[src/shared/tei_pkg.sv]
package tei_pkg;

	// ----------------------------------------------------------------
	// register map, byte addresses
	// ----------------------------------------------------------------
	localparam logic [7:0] TEI_OFS_CTRL   = 8'h00;
	localparam logic [7:0] TEI_OFS_CNT0   = 8'h04;
	localparam logic [7:0] TEI_OFS_CNT1   = 8'h08;
	localparam logic [7:0] TEI_OFS_CNT2   = 8'h0c;
	localparam logic [7:0] TEI_OFS_CAPT   = 8'h10;
	localparam logic [7:0] TEI_OFS_RELOAD = 8'h14;
	localparam logic [7:0] TEI_OFS_STATUS = 8'h18;

	// ----------------------------------------------------------------
	// control fields
	// ----------------------------------------------------------------
	localparam int TEI_CTRL_CNT0_EN = 0;
	localparam int TEI_CTRL_CNT1_EN = 1;
	localparam int TEI_CTRL_MODE_LO = 2;
	localparam int TEI_CTRL_MODE_HI = 3;
	localparam int TEI_CTRL_RUN2    = 4;
	localparam int TEI_CTRL_W       = 5;
	localparam logic [4:0] TEI_CTRL_RST = 5'h00;

	// ----------------------------------------------------------------
	// pin positions and pin index in the sampling chain
	// ----------------------------------------------------------------
	localparam int TEI_BIT_CNT0 = 4;
	localparam int TEI_BIT_CNT1 = 5;
	localparam int TEI_BIT_CLK  = 0;
	localparam int TEI_BIT_TRIG = 1;
	localparam int TEI_PIN_CNT0 = 0;
	localparam int TEI_PIN_CNT1 = 1;
	localparam int TEI_PIN_CLK  = 2;
	localparam int TEI_PIN_TRIG = 3;
	localparam int TEI_NPINS    = 4;

	// status fields: pin levels in [3:0], direction in bit 4
	localparam int TEI_STAT_DIR = 4;

	// axi responses
	localparam logic [1:0] TEI_RESP_OKAY   = 2'h0;
	localparam logic [1:0] TEI_RESP_SLVERR = 2'h2;

	// timer-two modes
	typedef enum logic [1:0] {
		TEI_TWO_CAPTURE,
		TEI_TWO_RELOAD,
		TEI_TWO_UPDOWN,
		TEI_TWO_CLKOUT
	} tei_two_mode_type;

endpackage

[src/hw/tei_top.sv]
// Summary of operation
// - counter mode: pin falling edge increments count
// - count pins sit on port three bits 5:4
// - clock pin port one bit 0, trigger 1
// - capture mode: clock pin clocks timer two
// - clock-out mode: clock pin carries timer-two clock
// - capture mode: trigger falling edge captures count
// - reload mode: trigger falling edge reloads count
// - up/down mode: trigger high up, low down
//
// Implementation choices: the register addresses and the AXI4-Lite slave port.
module tei_top
	import tei_pkg::*;
#(
	parameter int CNT_W  = 16,
	parameter int ADDR_W = 8
)(
	input  wire logic              clk_sys_i,        // 40 mhz clock
	input  wire logic              rst_i,            // async reset, high
	input  wire logic [7:0]        port_three_i,     // port three pins
	input  wire logic [7:0]        port_one_i,       // port one pins
	output logic                   timer_two_clock_pin_o,    // clock out
	output logic                   timer_two_clock_pin_oe_n_o, // low drives
	input  wire logic              s_axi_awvalid_i,  // write addr valid
	output logic                   s_axi_awready_o,  // write addr ready
	input  wire logic [ADDR_W-1:0] s_axi_awaddr_i,   // write address
	input  wire logic              s_axi_wvalid_i,   // write data valid
	output logic                   s_axi_wready_o,   // write data ready
	input  wire logic [31:0]       s_axi_wdata_i,    // write data
	input  wire logic [3:0]        s_axi_wstrb_i,    // byte strobes
	output logic                   s_axi_bvalid_o,   // write resp valid
	input  wire logic              s_axi_bready_i,   // write resp ready
	output logic [1:0]             s_axi_bresp_o,    // write response
	input  wire logic              s_axi_arvalid_i,  // read addr valid
	output logic                   s_axi_arready_o,  // read addr ready
	input  wire logic [ADDR_W-1:0] s_axi_araddr_i,   // read address
	output logic                   s_axi_rvalid_o,   // read data valid
	input  wire logic              s_axi_rready_i,   // read data ready
	output logic [31:0]            s_axi_rdata_o,    // read data
	output logic [1:0]             s_axi_rresp_o     // read response
);
	import tei_pkg::*;

	// refuse widths the counters and decoder cannot serve
	if (CNT_W < 2 || CNT_W > 32 || ADDR_W < 5 || ADDR_W > 8)
	begin : g_bad_param
		$error("tei_top: unsupported CNT_W or ADDR_W");
	end

	// ----------------------------------------------------------------
	// pin sampling and falling-edge detection
	// ----------------------------------------------------------------
	logic [TEI_NPINS-1:0] pin_raw;
	logic [TEI_NPINS-1:0] sync1_q;
	logic [TEI_NPINS-1:0] sync2_q;
	logic [TEI_NPINS-1:0] prev_q;
	logic [TEI_NPINS-1:0] fall;

	// pin mapping onto the alternate port functions
	assign pin_raw[TEI_PIN_CNT0] = port_three_i[TEI_BIT_CNT0];
	assign pin_raw[TEI_PIN_CNT1] = port_three_i[TEI_BIT_CNT1];
	assign pin_raw[TEI_PIN_CLK]  = port_one_i[TEI_BIT_CLK];
	assign pin_raw[TEI_PIN_TRIG] = port_one_i[TEI_BIT_TRIG];

	// two-stage synchroniser, third stage holds last sample
	genvar gi;
	generate
		for (gi = 0; gi < TEI_NPINS; gi++)
		begin : g_pin
			always_ff @(posedge clk_sys_i or posedge rst_i)
			begin
				if (rst_i)
				begin
					sync1_q[gi] <= 1'b1;
					sync2_q[gi] <= 1'b1;
					prev_q[gi]  <= 1'b1;
				end
				else
				begin
					sync1_q[gi] <= pin_raw[gi];
					sync2_q[gi] <= sync1_q[gi];
					prev_q[gi]  <= sync2_q[gi];
				end
			end
			// one pulse per high-then-low pair
			assign fall[gi] = prev_q[gi] & ~sync2_q[gi];
		end
	endgenerate

	// ----------------------------------------------------------------
	// axi4-lite write channel
	// ----------------------------------------------------------------
	logic              aw_full_q;
	logic              w_full_q;
	logic [ADDR_W-1:0] aw_addr_q;
	logic [31:0]       w_data_q;
	logic [3:0]        w_strb_q;
	logic              bvalid_q;
	logic [1:0]        bresp_q;
	logic              awready_q;
	logic              wready_q;
	logic              wr_go;
	logic [31:0]       wmask;
	logic [7:0]        waddr;
	logic              wr_ctrl, wr_cnt0, wr_cnt1, wr_cnt2, wr_rld;
	logic              wr_hit;

	assign wr_go   = aw_full_q & w_full_q & ~bvalid_q;
	assign waddr   = 8'(aw_addr_q) & 8'hfc;
	assign wmask   = {{8{w_strb_q[3]}}, {8{w_strb_q[2]}},
	                  {8{w_strb_q[1]}}, {8{w_strb_q[0]}}};
	assign wr_ctrl = wr_go & (waddr == TEI_OFS_CTRL);
	assign wr_cnt0 = wr_go & (waddr == TEI_OFS_CNT0);
	assign wr_cnt1 = wr_go & (waddr == TEI_OFS_CNT1);
	assign wr_cnt2 = wr_go & (waddr == TEI_OFS_CNT2);
	assign wr_rld  = wr_go & (waddr == TEI_OFS_RELOAD);
	assign wr_hit  = wr_ctrl | wr_cnt0 | wr_cnt1 | wr_cnt2 | wr_rld
	               | (waddr == TEI_OFS_CAPT) | (waddr == TEI_OFS_STATUS);

	// address and data latched in either order, answer after both
	always_ff @(posedge clk_sys_i or posedge rst_i)
	begin
		if (rst_i)
		begin
			aw_full_q <= 1'b0;
			w_full_q  <= 1'b0;
			aw_addr_q <= '0;
			w_data_q  <= '0;
			w_strb_q  <= '0;
			bvalid_q  <= 1'b0;
			bresp_q   <= TEI_RESP_OKAY;
			awready_q <= 1'b1;
			wready_q  <= 1'b1;
		end
		else
		begin
			if (s_axi_awvalid_i & ~aw_full_q)
			begin
				aw_full_q <= 1'b1;
				aw_addr_q <= s_axi_awaddr_i;
				awready_q <= 1'b0;
			end
			if (s_axi_wvalid_i & ~w_full_q)
			begin
				w_full_q <= 1'b1;
				w_data_q <= s_axi_wdata_i;
				w_strb_q <= s_axi_wstrb_i;
				wready_q <= 1'b0;
			end
			if (wr_go)
			begin
				aw_full_q <= 1'b0;
				w_full_q  <= 1'b0;
				awready_q <= 1'b1;
				wready_q  <= 1'b1;
				bvalid_q  <= 1'b1;
				bresp_q   <= wr_hit ? TEI_RESP_OKAY : TEI_RESP_SLVERR;
			end
			else if (bvalid_q & s_axi_bready_i)
				bvalid_q <= 1'b0;
		end
	end

	// ----------------------------------------------------------------
	// registers and timer logic
	// ----------------------------------------------------------------
	logic [TEI_CTRL_W-1:0] ctrl_q;
	logic [CNT_W-1:0]      cnt0_q, cnt1_q, cnt2_q, capt_q, rld_q;
	logic [CNT_W-1:0]      cnt2_d, capt_d;
	logic                  clk_out_q, clk_out_d;
	logic                  oe_n_q;
	tei_two_mode_type      mode;
	logic                  run2, two_top;
	logic [CNT_W-1:0]      wm;

	assign mode    = tei_two_mode_type'(ctrl_q[TEI_CTRL_MODE_HI:
	                                           TEI_CTRL_MODE_LO]);
	assign run2    = ctrl_q[TEI_CTRL_RUN2];
	assign two_top = &cnt2_q;
	assign wm     = wmask[CNT_W-1:0];

	// timer-two next count per mode
	always_comb
	begin
		cnt2_d    = cnt2_q;
		capt_d    = capt_q;
		clk_out_d = clk_out_q;
		if (run2)
		begin
			case (mode)
				TEI_TWO_CAPTURE:
				begin
					if (fall[TEI_PIN_CLK])
						cnt2_d = cnt2_q + 1'b1;
					if (fall[TEI_PIN_TRIG])
						capt_d = cnt2_q;
				end
				TEI_TWO_RELOAD:
				begin
					if (fall[TEI_PIN_TRIG])
						cnt2_d = rld_q;
					else if (fall[TEI_PIN_CLK])
						cnt2_d = two_top ? rld_q : cnt2_q + 1'b1;
				end
				TEI_TWO_UPDOWN:
				begin
					if (fall[TEI_PIN_CLK])
						cnt2_d = sync2_q[TEI_PIN_TRIG] ?
							cnt2_q + 1'b1 : cnt2_q - 1'b1;
				end
				TEI_TWO_CLKOUT:
				begin
					cnt2_d = two_top ? rld_q : cnt2_q + 1'b1;
					if (two_top)
						clk_out_d = ~clk_out_q;
				end
				default:
					cnt2_d = cnt2_q;
			endcase
		end
		if (wr_cnt2)
			cnt2_d = (cnt2_q & ~wm) | (w_data_q[CNT_W-1:0] & wm);
	end

	// software writes win over a same-cycle count
	always_ff @(posedge clk_sys_i or posedge rst_i)
	begin
		if (rst_i)
		begin
			ctrl_q    <= TEI_CTRL_RST;
			cnt0_q    <= '0;
			cnt1_q    <= '0;
			cnt2_q    <= '0;
			capt_q    <= '0;
			rld_q     <= '0;
			clk_out_q <= 1'b1;
			oe_n_q    <= 1'b1;
		end
		else
		begin
			if (wr_ctrl)
				ctrl_q <= w_data_q[TEI_CTRL_W-1:0];
			if (wr_cnt0)
				cnt0_q <= (cnt0_q & ~wm) | (w_data_q[CNT_W-1:0] & wm);
			else if (ctrl_q[TEI_CTRL_CNT0_EN] & fall[TEI_PIN_CNT0])
				cnt0_q <= cnt0_q + 1'b1;
			if (wr_cnt1)
				cnt1_q <= (cnt1_q & ~wm) | (w_data_q[CNT_W-1:0] & wm);
			else if (ctrl_q[TEI_CTRL_CNT1_EN] & fall[TEI_PIN_CNT1])
				cnt1_q <= cnt1_q + 1'b1;
			if (wr_rld)
				rld_q <= (rld_q & ~wm) | (w_data_q[CNT_W-1:0] & wm);
			cnt2_q    <= cnt2_d;
			capt_q    <= capt_d;
			clk_out_q <= clk_out_d;
			oe_n_q    <= ~(run2 & (mode == TEI_TWO_CLKOUT));
		end
	end

	// ----------------------------------------------------------------
	// axi4-lite read channel
	// ----------------------------------------------------------------
	logic        rvalid_q;
	logic        arready_q;
	logic [31:0] rdata_q;
	logic [1:0]  rresp_q;
	logic [7:0]  raddr;
	logic [31:0] rd_word;
	logic        rd_hit;
	logic        rd_take;

	assign raddr   = 8'(s_axi_araddr_i) & 8'hfc;
	assign rd_take = s_axi_arvalid_i & ~rvalid_q;
	assign rd_hit  = (raddr <= TEI_OFS_STATUS);
	assign rd_word =
		(raddr == TEI_OFS_CTRL)   ? 32'(ctrl_q) :
		(raddr == TEI_OFS_CNT0)   ? 32'(cnt0_q) :
		(raddr == TEI_OFS_CNT1)   ? 32'(cnt1_q) :
		(raddr == TEI_OFS_CNT2)   ? 32'(cnt2_q) :
		(raddr == TEI_OFS_CAPT)   ? 32'(capt_q) :
		(raddr == TEI_OFS_RELOAD) ? 32'(rld_q)  :
		(raddr == TEI_OFS_STATUS) ?
			32'({sync2_q[TEI_PIN_TRIG], sync2_q}) : 32'h0000_0000;

	// one read at a time, data registered
	always_ff @(posedge clk_sys_i or posedge rst_i)
	begin
		if (rst_i)
		begin
			rvalid_q  <= 1'b0;
			arready_q <= 1'b1;
			rdata_q   <= '0;
			rresp_q   <= TEI_RESP_OKAY;
		end
		else if (rd_take)
		begin
			rvalid_q  <= 1'b1;
			arready_q <= 1'b0;
			rdata_q   <= rd_word;
			rresp_q   <= rd_hit ? TEI_RESP_OKAY : TEI_RESP_SLVERR;
		end
		else if (s_axi_rready_i)
		begin
			rvalid_q  <= 1'b0;
			arready_q <= 1'b1;
		end
	end

	assign s_axi_awready_o = awready_q;
	assign s_axi_wready_o  = wready_q;
	assign s_axi_bvalid_o  = bvalid_q;
	assign s_axi_bresp_o   = bresp_q;
	assign s_axi_arready_o = arready_q;
	assign s_axi_rvalid_o  = rvalid_q;
	assign s_axi_rdata_o   = rdata_q;
	assign s_axi_rresp_o   = rresp_q;
	assign timer_two_clock_pin_o      = clk_out_q;
	assign timer_two_clock_pin_oe_n_o = oe_n_q;

	// ----------------------------------------------------------------
	// assertions
	// ----------------------------------------------------------------
	property p_cnt0_inc;
		@(posedge clk_sys_i) disable iff (rst_i)
		ctrl_q[TEI_CTRL_CNT0_EN] && fall[TEI_PIN_CNT0] && !wr_cnt0
		|=> cnt0_q == CNT_W'($past(cnt0_q) + 1'b1);
	endproperty
	a_cnt0_inc: assert property (p_cnt0_inc)
		else $error("count zero missed a pin edge");

	property p_cnt1_hold;
		@(posedge clk_sys_i) disable iff (rst_i)
		!fall[TEI_PIN_CNT1] && !wr_cnt1 |=> $stable(cnt1_q);
	endproperty
	a_cnt1_hold: assert property (p_cnt1_hold)
		else $error("count one moved without an edge");

	property p_pin_map3;
		@(posedge clk_sys_i) disable iff (rst_i)
		##2 sync2_q[TEI_PIN_CNT1:TEI_PIN_CNT0] ==
			$past(port_three_i[TEI_BIT_CNT1:TEI_BIT_CNT0], 2);
	endproperty
	a_pin_map3: assert property (p_pin_map3)
		else $error("count pins not taken from port three");

	property p_pin_map1;
		@(posedge clk_sys_i) disable iff (rst_i)
		##2 sync2_q[TEI_PIN_TRIG:TEI_PIN_CLK] ==
			$past(port_one_i[TEI_BIT_TRIG:TEI_BIT_CLK], 2);
	endproperty
	a_pin_map1: assert property (p_pin_map1)
		else $error("timer-two pins not taken from port one");

	property p_capt_clk;
		@(posedge clk_sys_i) disable iff (rst_i)
		run2 && mode == TEI_TWO_CAPTURE && fall[TEI_PIN_CLK] && !wr_cnt2
		|=> cnt2_q == CNT_W'($past(cnt2_q) + 1'b1);
	endproperty
	a_capt_clk: assert property (p_capt_clk)
		else $error("capture mode did not count clock pin");

	property p_clkout_oe;
		@(posedge clk_sys_i) disable iff (rst_i)
		run2 && mode == TEI_TWO_CLKOUT |=> !timer_two_clock_pin_oe_n_o;
	endproperty
	a_clkout_oe: assert property (p_clkout_oe)
		else $error("clock pin not driven in clock-out mode");

	property p_capture;
		@(posedge clk_sys_i) disable iff (rst_i)
		run2 && mode == TEI_TWO_CAPTURE && fall[TEI_PIN_TRIG]
		|=> capt_q == $past(cnt2_q);
	endproperty
	a_capture: assert property (p_capture)
		else $error("trigger edge did not capture");

	property p_reload;
		@(posedge clk_sys_i) disable iff (rst_i)
		run2 && mode == TEI_TWO_RELOAD && fall[TEI_PIN_TRIG] && !wr_cnt2
		|=> cnt2_q == $past(rld_q);
	endproperty
	a_reload: assert property (p_reload)
		else $error("trigger edge did not reload");

	property p_down;
		@(posedge clk_sys_i) disable iff (rst_i)
		run2 && mode == TEI_TWO_UPDOWN && fall[TEI_PIN_CLK]
		&& !sync2_q[TEI_PIN_TRIG] && !wr_cnt2
		|=> cnt2_q == CNT_W'($past(cnt2_q) - 1'b1);
	endproperty
	a_down: assert property (p_down)
		else $error("low trigger level did not count down");

	property p_once;
		@(posedge clk_sys_i) disable iff (rst_i)
		fall[TEI_PIN_TRIG] == $fell(sync2_q[TEI_PIN_TRIG]);
	endproperty
	a_once: assert property (p_once)
		else $error("trigger edge not acted on exactly once");

	c_capture: cover property (@(posedge clk_sys_i) disable iff (rst_i)
		run2 && mode == TEI_TWO_CAPTURE && fall[TEI_PIN_TRIG]);
	c_reload: cover property (@(posedge clk_sys_i) disable iff (rst_i)
		run2 && mode == TEI_TWO_RELOAD && fall[TEI_PIN_TRIG]);
	c_clkout: cover property (@(posedge clk_sys_i) disable iff (rst_i)
		$changed(timer_two_clock_pin_o));

endmodule // tei_top

[config.mk]
export PLATFORM = sky130hd
export DESIGN_NAME = tei_top
export DESIGN_NICKNAME = d
export VERILOG_FILES = /design/src/shared/tei_pkg.sv /design/src/hw/tei_top.sv
export SDC_FILE = /design/constraint.sdc
export NUM_CORES = 1
export LEC_CHECK = 0
export BUFFER_PORTS_ARGS = -buffer_cell sky130_fd_sc_hd__buf_4
export CAP_MARGIN = 20
export CORE_MARGIN = 3
export CORE_UTILIZATION = 35
export DETAILED_ROUTE_END_ITERATION = 7
export PLACE_DENSITY = 0.58
export SLEW_MARGIN = 20
export SYNTH_ARGS = -nofsm -noshare
export SYNTH_HDL_FRONTEND = slang
export SYNTH_SLANG_ARGS = --single-unit
export TNS_END_PERCENT = 10
[constraint.sdc]
create_clock -name clk_sys_i -period 4.82 [get_ports clk_sys_i]
set_input_delay 0.964 -clock clk_sys_i [delete_from_list [all_inputs] [get_ports clk_sys_i]]
set_output_delay 0.964 -clock clk_sys_i [all_outputs]
set_load 0.005 [all_outputs]
==> impl.org, run 1 <==
** Drt
- Before antenna repair, the detailed router went through 8 iterations.
- The detail route stage leaves a number of antenna-violating nets equal to 0.
- The final layout contains routed wiring with a total length of 22800 microns.
- Dividing the detail-routed wire length by the instance count gives 19.4 microns.
- Vias :: 6853
- 1st-iter DRT viols :: 761
- Using the TritonRoute via totals, the vias-per-cell ratio works out to 5.83.
- Residual DRC :: 0

** Power and ir drop
- The share of total power dissipated in the clock network is 0.292.
- Of the total power, the share spent switching nets is 0.362.
- The share of total power dissipated in sequential elements is 0.473.
- Largest voltage drop on the vdd net :: 0.280 mV
- Combinational power share :: 0.235
- Leakage power :: 3.99 nW
- For this design the ratio of total power to cell area is 519 nW/um^2.
- Cell internal pwr :: 3.08 mW
- Switching pwr :: 1.75 mW

** Setup path
- Critical path data arrival time :: 3.19 ns
- Crit Path Max Fanout :: 18
- STA classifies the critical path endpoint as a flip-flop.
- STA puts the critical path data required time at 5.14 ns.
- The critical path is of the reg -> reg type.
- The worst register-to-register path has a depth of 7.
- Startpoint type of the worst setup path :: flip-flop

** Synth
- The share of the Yosys chip area taken by registers is 0.463.
- FF+latch count, synth :: 148
- Number of unique standard cell types used by synthesis :: 65
- For this run, the number of Yosys warnings is 0.
- Among all flip-flop cells after synthesis, the most frequent one is dfrtp_1.
- Netlist area before placement :: 8050 sq um
- Yosys top cell by area :: dfrtp_1
- Synthesis handed over a netlist of 843 instances.
- In the synthesized netlist the async set-or-reset flop fraction comes to 1.00.
- Average cell area after synthesis :: 9.55 sq um
- Post-synth top area share :: 0.407
- By area the synthesized netlist is led by dfrtp_1, mux2_2, dfstp_2.
- Number of enable-type register cells in the synthesized netlist :: 0

** Clock network
- At the later pin of the worst-skew pair, clock insertion delay measures 0.43 ns.
- The number of hold buffers added after CTS was 0.
- Number of gates resized after CTS :: 0
- The number of setup buffers added after CTS is 0.
- Number of buffers created by CTS :: 17
- Clock-pin slew was measured on the worst setup and hold paths at 0.06 ns.
- TritonCTS built the clock tree.
- The clock tree synthesis step divided the H-tree into 4 levels.
- Number of clock sinks :: 148
- Maximum buffer depth of the clock tree :: 2
- The cell sitting at the root of the clock tree is a clkbuf_16.

** Finish
- Finished Layout Cells :: 1176
- Relative to the synthesized area, the layout overhead comes to 15.8%.
- Share of final-layout standard cells stronger than drive strength 1 :: 0.214
- Diode insertion count for antenna repair :: 0
- Most common cell after layout, fill and taps aside :: dfrtp_1
- After the last flow step, the layout net total stands at 962.
- In the layout the commonest cells are dfrtp_1, nand2_1, nor2_1, buf_4, o21ai_0.

** STA
- The smallest clock period supported by the final layout is computed as 2.87 ns.
- Setup total negative slack :: 0 ns
- Number of setup violations in the final report :: 0
- The hold violation total from the final report is 0.
- Slew at the pin closest to its max-slew limit :: 1.17 ns
- Worst-case headroom to the max-slew limit :: 0.212
- Of the available clock period, the critical path in the final layout requires 0.596.
- On the final layout, the worst clock skew is 0.00800 ns.
- Setup repair after global routing left no endpoint under its margin.
- Max Freq :: 0.348 GHz
- Max-slew violations :: 0

** Placed design
- Port-buffer cells :: 65
- The wire-length estimate of the detail-placed layout is 16400 microns.
- RePlAce Congestion :: 0.923
- Placed insts :: 1144

** Floorplanning
- Row generation in the floorplan step produced 54 rows.
- Die height :: 158 microns
- For this design the top-level I/O count stands at 118.
- The die covers 24800 sq um.
- Die Width :: 158 microns
- The initial utilization of the core area, before any placement, comes to 0.362.
- Placeable Area :: 22200 sq um

** GRT
- Number of antenna violations at the first check in global routing :: 0
- Entering global routing, the biggest net connects 114 pins.
- Total global routing overflow :: 0
- Via count of the first global-routing pass :: 6573
- GR met1 Demand/Resource :: 0.266
- In the global route stage, overall resource usage came out at 0.190.
- In this run the most used layer during global routing was met2.
- Routing usage on met2 :: 0.304
- Met3 usage :: 0.0342
- First-pass GRT wire length :: 37100 microns

** Flow run
- Count of max-cap constraint violations :: 0

** Min path
- Hold WC Path Type :: reg -> reg
- Count of cells along the worst hold path :: 0

** Run status
- The flow ran to the end, and the final reports show no timing, DRC or antenna violations.
worst max-delay path: stages (launching register included):
cell and delay [ns]:
dfrtp_1 0.47, ha_1 0.23, nand3_1 0.25, or3_1 0.49, o21ai_2 0.70, mux2i_1 0.26
nor3_1 0.07, a221o_1 0.27
worst paths after layout:
check / slack [ns] / startpoint / end
hold / removal: 0.35 / sync1_q[2] / sync2_q[2]
setup / recovery: 1.95 / flip-flop / flip-flop
setup reg to reg: 1.95 / flip-flop / flip-flop
hold reg to reg: 0.35 / sync1_q[2] / sync2_q[2]
max in group asynchronous: 3.09 / rst_i / async pin
min in group asynchronous: 0.68 / rst_i / s_axi_rdata_o[5]
synth_stat cells (6+ instances only):
library cell  instances
nand3_1              30
nand2_1              84
o211ai_1              8
nor2_1               73
o21ai_0              55
a22oi_1              11
a21oi_1              49
nor4_1               11
o22ai_1               6
a31oi_1               6
a222oi_1             10
nand4_1               6
mux2_2               54
xnor2_1              16
and2_1                7
clkbuf_1             39
inv_1                18
a21o_1               11
dfrtp_1             131
dfstp_2              17
buf_4                18
a211oi_1             19
or3_1                 6
nor3_1               22
mux2i_1              13
and3_1               14
nor2b_1               6
through the flow:
| step | area, sq um | power [mW] | setup slack, ns | util | hold WS, ns |
|---|---|---|---|---|---|
| after floorplan | 8110 | 2.95 | 2.01 | - | 0.345 |
| after global placement | 8690 | 3.39 | 1.98 | 0.391 | 0.347 |
| after detailed placement | 8690 | 3.42 | 1.97 | 0.391 | 0.348 |
| after CTS | 9310 | 4.83 | 1.96 | 0.419 | 0.347 |
| after global routing | 9320 | 5.12 | 1.80 | 0.419 | 0.356 |
| final | 9320 | 4.84 | 1.95 | 0.419 | 0.352 |
routing by layer:
metal	vias to the layer above	wire length, microns
met5	-	0
met4	0	411
met3	36	1410
met2	247	10700
met1	3393	10300
li1	3177	-
cell families (layout without fill, tap and decap cells):
logic type               after synthesis  in the layout  synth area share
AND/OR/NAND/NOR                      287            287             0.173
AO/OA/AOI/OAI                        229            229             0.192
flip-flops                           148            148             0.463
buffers and inverters                 87            123            0.0516
multiplexers                          67             67            0.0917
XOR/XNOR                              20             20            0.0218
adder cells (fa/ha/maj)                4              4           0.00622
other                                  1             18          0.000466
area by class of cell:
cell class	count	area, sq um
Inverter	18	71.3
Clock buffer	22	474
Clock inverter	10	146
Sequential cell	148	3720
Fill cell	2176	12900
Multi-Input combinational cell	625	3990
Tap cell	280	350
Timing Repair Buffer	73	561
power groups by stage:
| stage | clock network [mW] | registers [mW] | logic, mW |
|---|---|---|---|
| CTS | 1.43 | 2.27 | 1.14 |
| global route | 1.48 | 2.36 | 1.28 |
| global placement | 0 | 2.28 | 1.11 |
| floorplan | 0 | 1.95 | 1.00 |
| detailed placement | 0 | 2.29 | 1.13 |
| finish | 1.41 | 2.29 | 1.14 |
No activity file was read; power rests on OpenSTA's default activity.
==> inputs of run 2 (changes only) <==
Clock period 4.82 ns to 2.39 ns, I/O delays scaled along.
==> run 2 against run 1 <==
Worst hold slack worse by 0.21 ns. Die area unchanged. Total power up 110%. Routed wire length up 5.0%. First-iteration DRC count down 21%. Final cell count up 5.9%. Largest cell class unchanged.
==> impl.org, run 2 (synthesized netlist as in run 1, its figures left out) <==
** STA
- The transition time at the pin with the least slew margin is 0.768 ns (was 1.17 ns).
- Setup total negative slack :: 0 ns (unchanged)
- Worst-case headroom to the max-slew limit :: 0.487 (was 0.212)
- The clock tree skew after final layout is 0.0112 ns (was 0.00800 ns).
- RSZ-0062 raised after global routing :: true (was false)
- The number of max-slew violations in the final report is 0 (unchanged).
- The share of the clock period used by the worst path came to 0.982 (was 0.596).
- The number of setup violations in the final report came to 0 (unchanged).
- Max Freq :: 0.426 GHz (was 0.348 GHz)
- The hold violation total from the final report was 0 (unchanged).
- The setup slack after layout is 0.0434 ns (was 1.95 ns).
- Time the final worst path needs with I/O delays and setup :: 2.35 ns (was 2.87 ns)

** Floorplanning
- Standard-cell row count :: 54 (unchanged)
- The width of the die came to 158 microns (unchanged).
- Die height :: 158 microns (unchanged)
- The top-level port count came to 118 (unchanged).
- Placeable Area :: 22200 sq um (unchanged)
- The effective utilization at floorplan came to 0.362 (unchanged).
- Area of the die :: 24800 sq um (unchanged)

** Finish
- The leading cell type in the layout, fill and taps excluded was buf_4 (was dfrtp_1).
- Finished Layout Cells :: 1245 (was 1176)
- Fill cells :: 2137 (was 2176)
- The share of post-route cells with drive strength above 1 is 0.277 (was 0.214).
- The area added between synthesis and finish was 22.4% (was 15.8%).
- Diode insertion count for antenna repair :: 0 (unchanged)
- Layout Nets :: 1031 (was 962)
- Commonest non-fill, non-tap cells in the layout :: buf_4, dfrtp_1, nand2_1, nor2_1, o21ai_0 (was dfrtp_1, nand2_1, nor2_1, buf_4, o21ai_0)

** Placed design
- The count of buffers from port buffering came to 65 (unchanged).
- Placed wire-length estimate :: 18000 microns (was 16400 microns)
- The pre-CTS setup slack is -0.00945 ns (was 1.97 ns).
- RePlAce Congestion :: 0.892 (was 0.923)
- The number of cells after detailed placement is 1212 (was 1144).

** GRT
- Pin count of the biggest net entering global routing :: 63 (was 114)
- The combined global-route utilization of all metal layers is 0.199 (was 0.190).
- The number of global-route vias before repair is 6913 (was 6573).
- The total global routing overflow is 0 (unchanged).
- First-pass GRT wire length :: 38600 microns (was 37100 microns)
- Number of antenna violations at the first check in global routing :: 0 (unchanged)

** Drt
- Vias :: 7129 (was 6853)
- The average wire length per cell after detail routing came to 19.3 microns (was 19.4 microns).
- The total iterations of the first detailed-routing run came to 6 (was 8).
- Vias/cell :: 5.73 (was 5.83)
- The final wirelength came to 24000 microns (was 22800 microns).
- The remaining number of nets flagged by the antenna check after routing is 0 (unchanged).
- Residual DRC :: 0 (unchanged)
- 1st-iter DRT viols :: 598 (was 761)

** Clock network
- The clock latency reported for the late side of the worst-skew pair was 0.43 ns (about the same).
- Number of clock sinks :: 148 (unchanged)
- The number of buffers inserted during clock tree synthesis was 17 (unchanged).
- Maximum buffer depth of the clock tree :: 2 (unchanged)
- Master cell of the clock root buffer :: clkbuf_16 (unchanged)
- The number of levels the H-tree was split into came to 4 (unchanged).
- Clock tree from TritonCTS :: done (unchanged)
- The clock transition at the registers of the reported paths is 0.07 ns (was 0.06 ns).

** Flow run
- Count of max-cap constraint violations :: 0 (unchanged)

** Setup path
- Crit Path Max Fanout :: 5 (was 18)
- Critical path data arrival time :: 2.65 ns (was 3.19 ns)
- The worst-case reg-to-reg path depth came to 6 (was 7).
- The delay of the slowest cell on the worst path is 0.60 ns (was 0.70 ns).
- Count of buffering cells on the critical path with inverters included :: 0 (unchanged)
- Logic depth of the worst path, buffers included :: 6 (was 7)
- Endpoint type of the worst setup path :: flip-flop (unchanged)
- The type of origin of the critical path was a flip-flop (unchanged).
- Reg-to-reg slack, setup :: 0.04 ns (was 1.95 ns)
- The category of the critical setup timing path was reg -> reg (unchanged).
- Data required, critical path :: 2.69 ns (was 5.14 ns)
- The standard cell with the maximum stage delay on the critical path was or4_1 (was o21ai_2).
- Ordered cell list for the critical path: or4_1 > nor4_1 > a21oi_1 > o21ai_2 > a21oi_1 > or4_1 (was ha_1 > nand3_1 > or3_1 > o21ai_2 > mux2i_1 > nor3_1 > a221o_1).
- The largest delay contributor family on the critical path is simple AND/OR/NAND/NOR gates (was compound AO/OA/AOI/OAI gates).

** Power and ir drop
- The leakage power total is 4.34 nW (was 3.99 nW).
- The worst voltage drop across the vdd grid came to 0.561 mV (was 0.280 mV).
- Pwr/cell area :: 1020 nW/um^2 (was 519 nW/um^2)

** Run status
- Status: finished, final reports clean (unchanged).

** Min path
- The type of the most critical hold path is in -> reg (was reg -> reg).
- The cell depth of the worst min-delay path is 1 (was 0).
- The start point of the worst hold path is port_three_i[4] (was sync1_q[2]).
-- run 2: final cells by class --
type | instances | area (sq um) | area share
inverters | 18 | 71.3 | 0.00724
clock inverters | 14 | 139 | 0.0141
repair buffers | 142 | 1110 | 0.113
clock buffers | 18 | 429 | 0.0436
flip-flops and latches | 148 | 3720 | 0.378
multi-input cells | 625 | 4020 | 0.408
well taps | 280 | 350 | 0.0356
-- run 2: stage by stage --
stage,util,power (mW),hold WS (ns),cell area (sq um)
2_1_floorplan,-,5.95,0.345,8110
3_3_place_gp,0.415,7.24,0.347,9220
3_5_place_dp,0.415,7.31,0.347,9220
4_1_cts,0.441,9.98,0.136,9810
5_1_grt,0.443,10.6,0.132,9850
6_report,0.443,10.0,0.146,9850
-- run 2: power by group --
group	switching [mW]	leakage, nW	internal, mW
clock	1.16	0.276	1.46
sequential	1.12	1.89	3.31
combinational	1.45	2.16	1.50
total	3.73	4.34	6.27
-- run 2: timing repair --
item / CTS / global route
setup buffers: 0 / 0
hold endpoints to repair: 5 / 0
endpoints found under the setup margin: 2 / 12
resized for setup: 2 / 9
gates cloned: 0 / 0
pin swaps: 0 / 1
hold buffers: 1 / 0
-- run 2: worst register-to-register path: cells and delay by family (launching register included) --
family / cells / cell delay, ns
AND/OR/NAND/NOR: 3 / 1.53
flip-flops: 1 / 0.42
AO/OA/AOI/OAI: 3 / 0.26
-- run 2: layer usage --
layer  track usage  vias to the layer above  wire length [microns]
met5             0                        -                      0
met4        0.0620                        0                    504
met3        0.0380                       38                   1430
met2         0.313                      261                  11300
met1         0.280                     3527                  10700
li1              -                     3303                      -
-- run 2: how the worst min path moves through the flow --
| stage | to | slack (ns) |
|---|---|---|
| after floorplan | sync2_q[0] | 0.35 |
| after global routing | sync1_q[1] | 0.13 |
| after CTS | sync1_q[0] | 0.14 |
| final | sync1_q[0] | 0.15 |
| after detailed placement | sync2_q[0] | 0.35 |
| after global placement | sync2_q[2] | 0.35 |
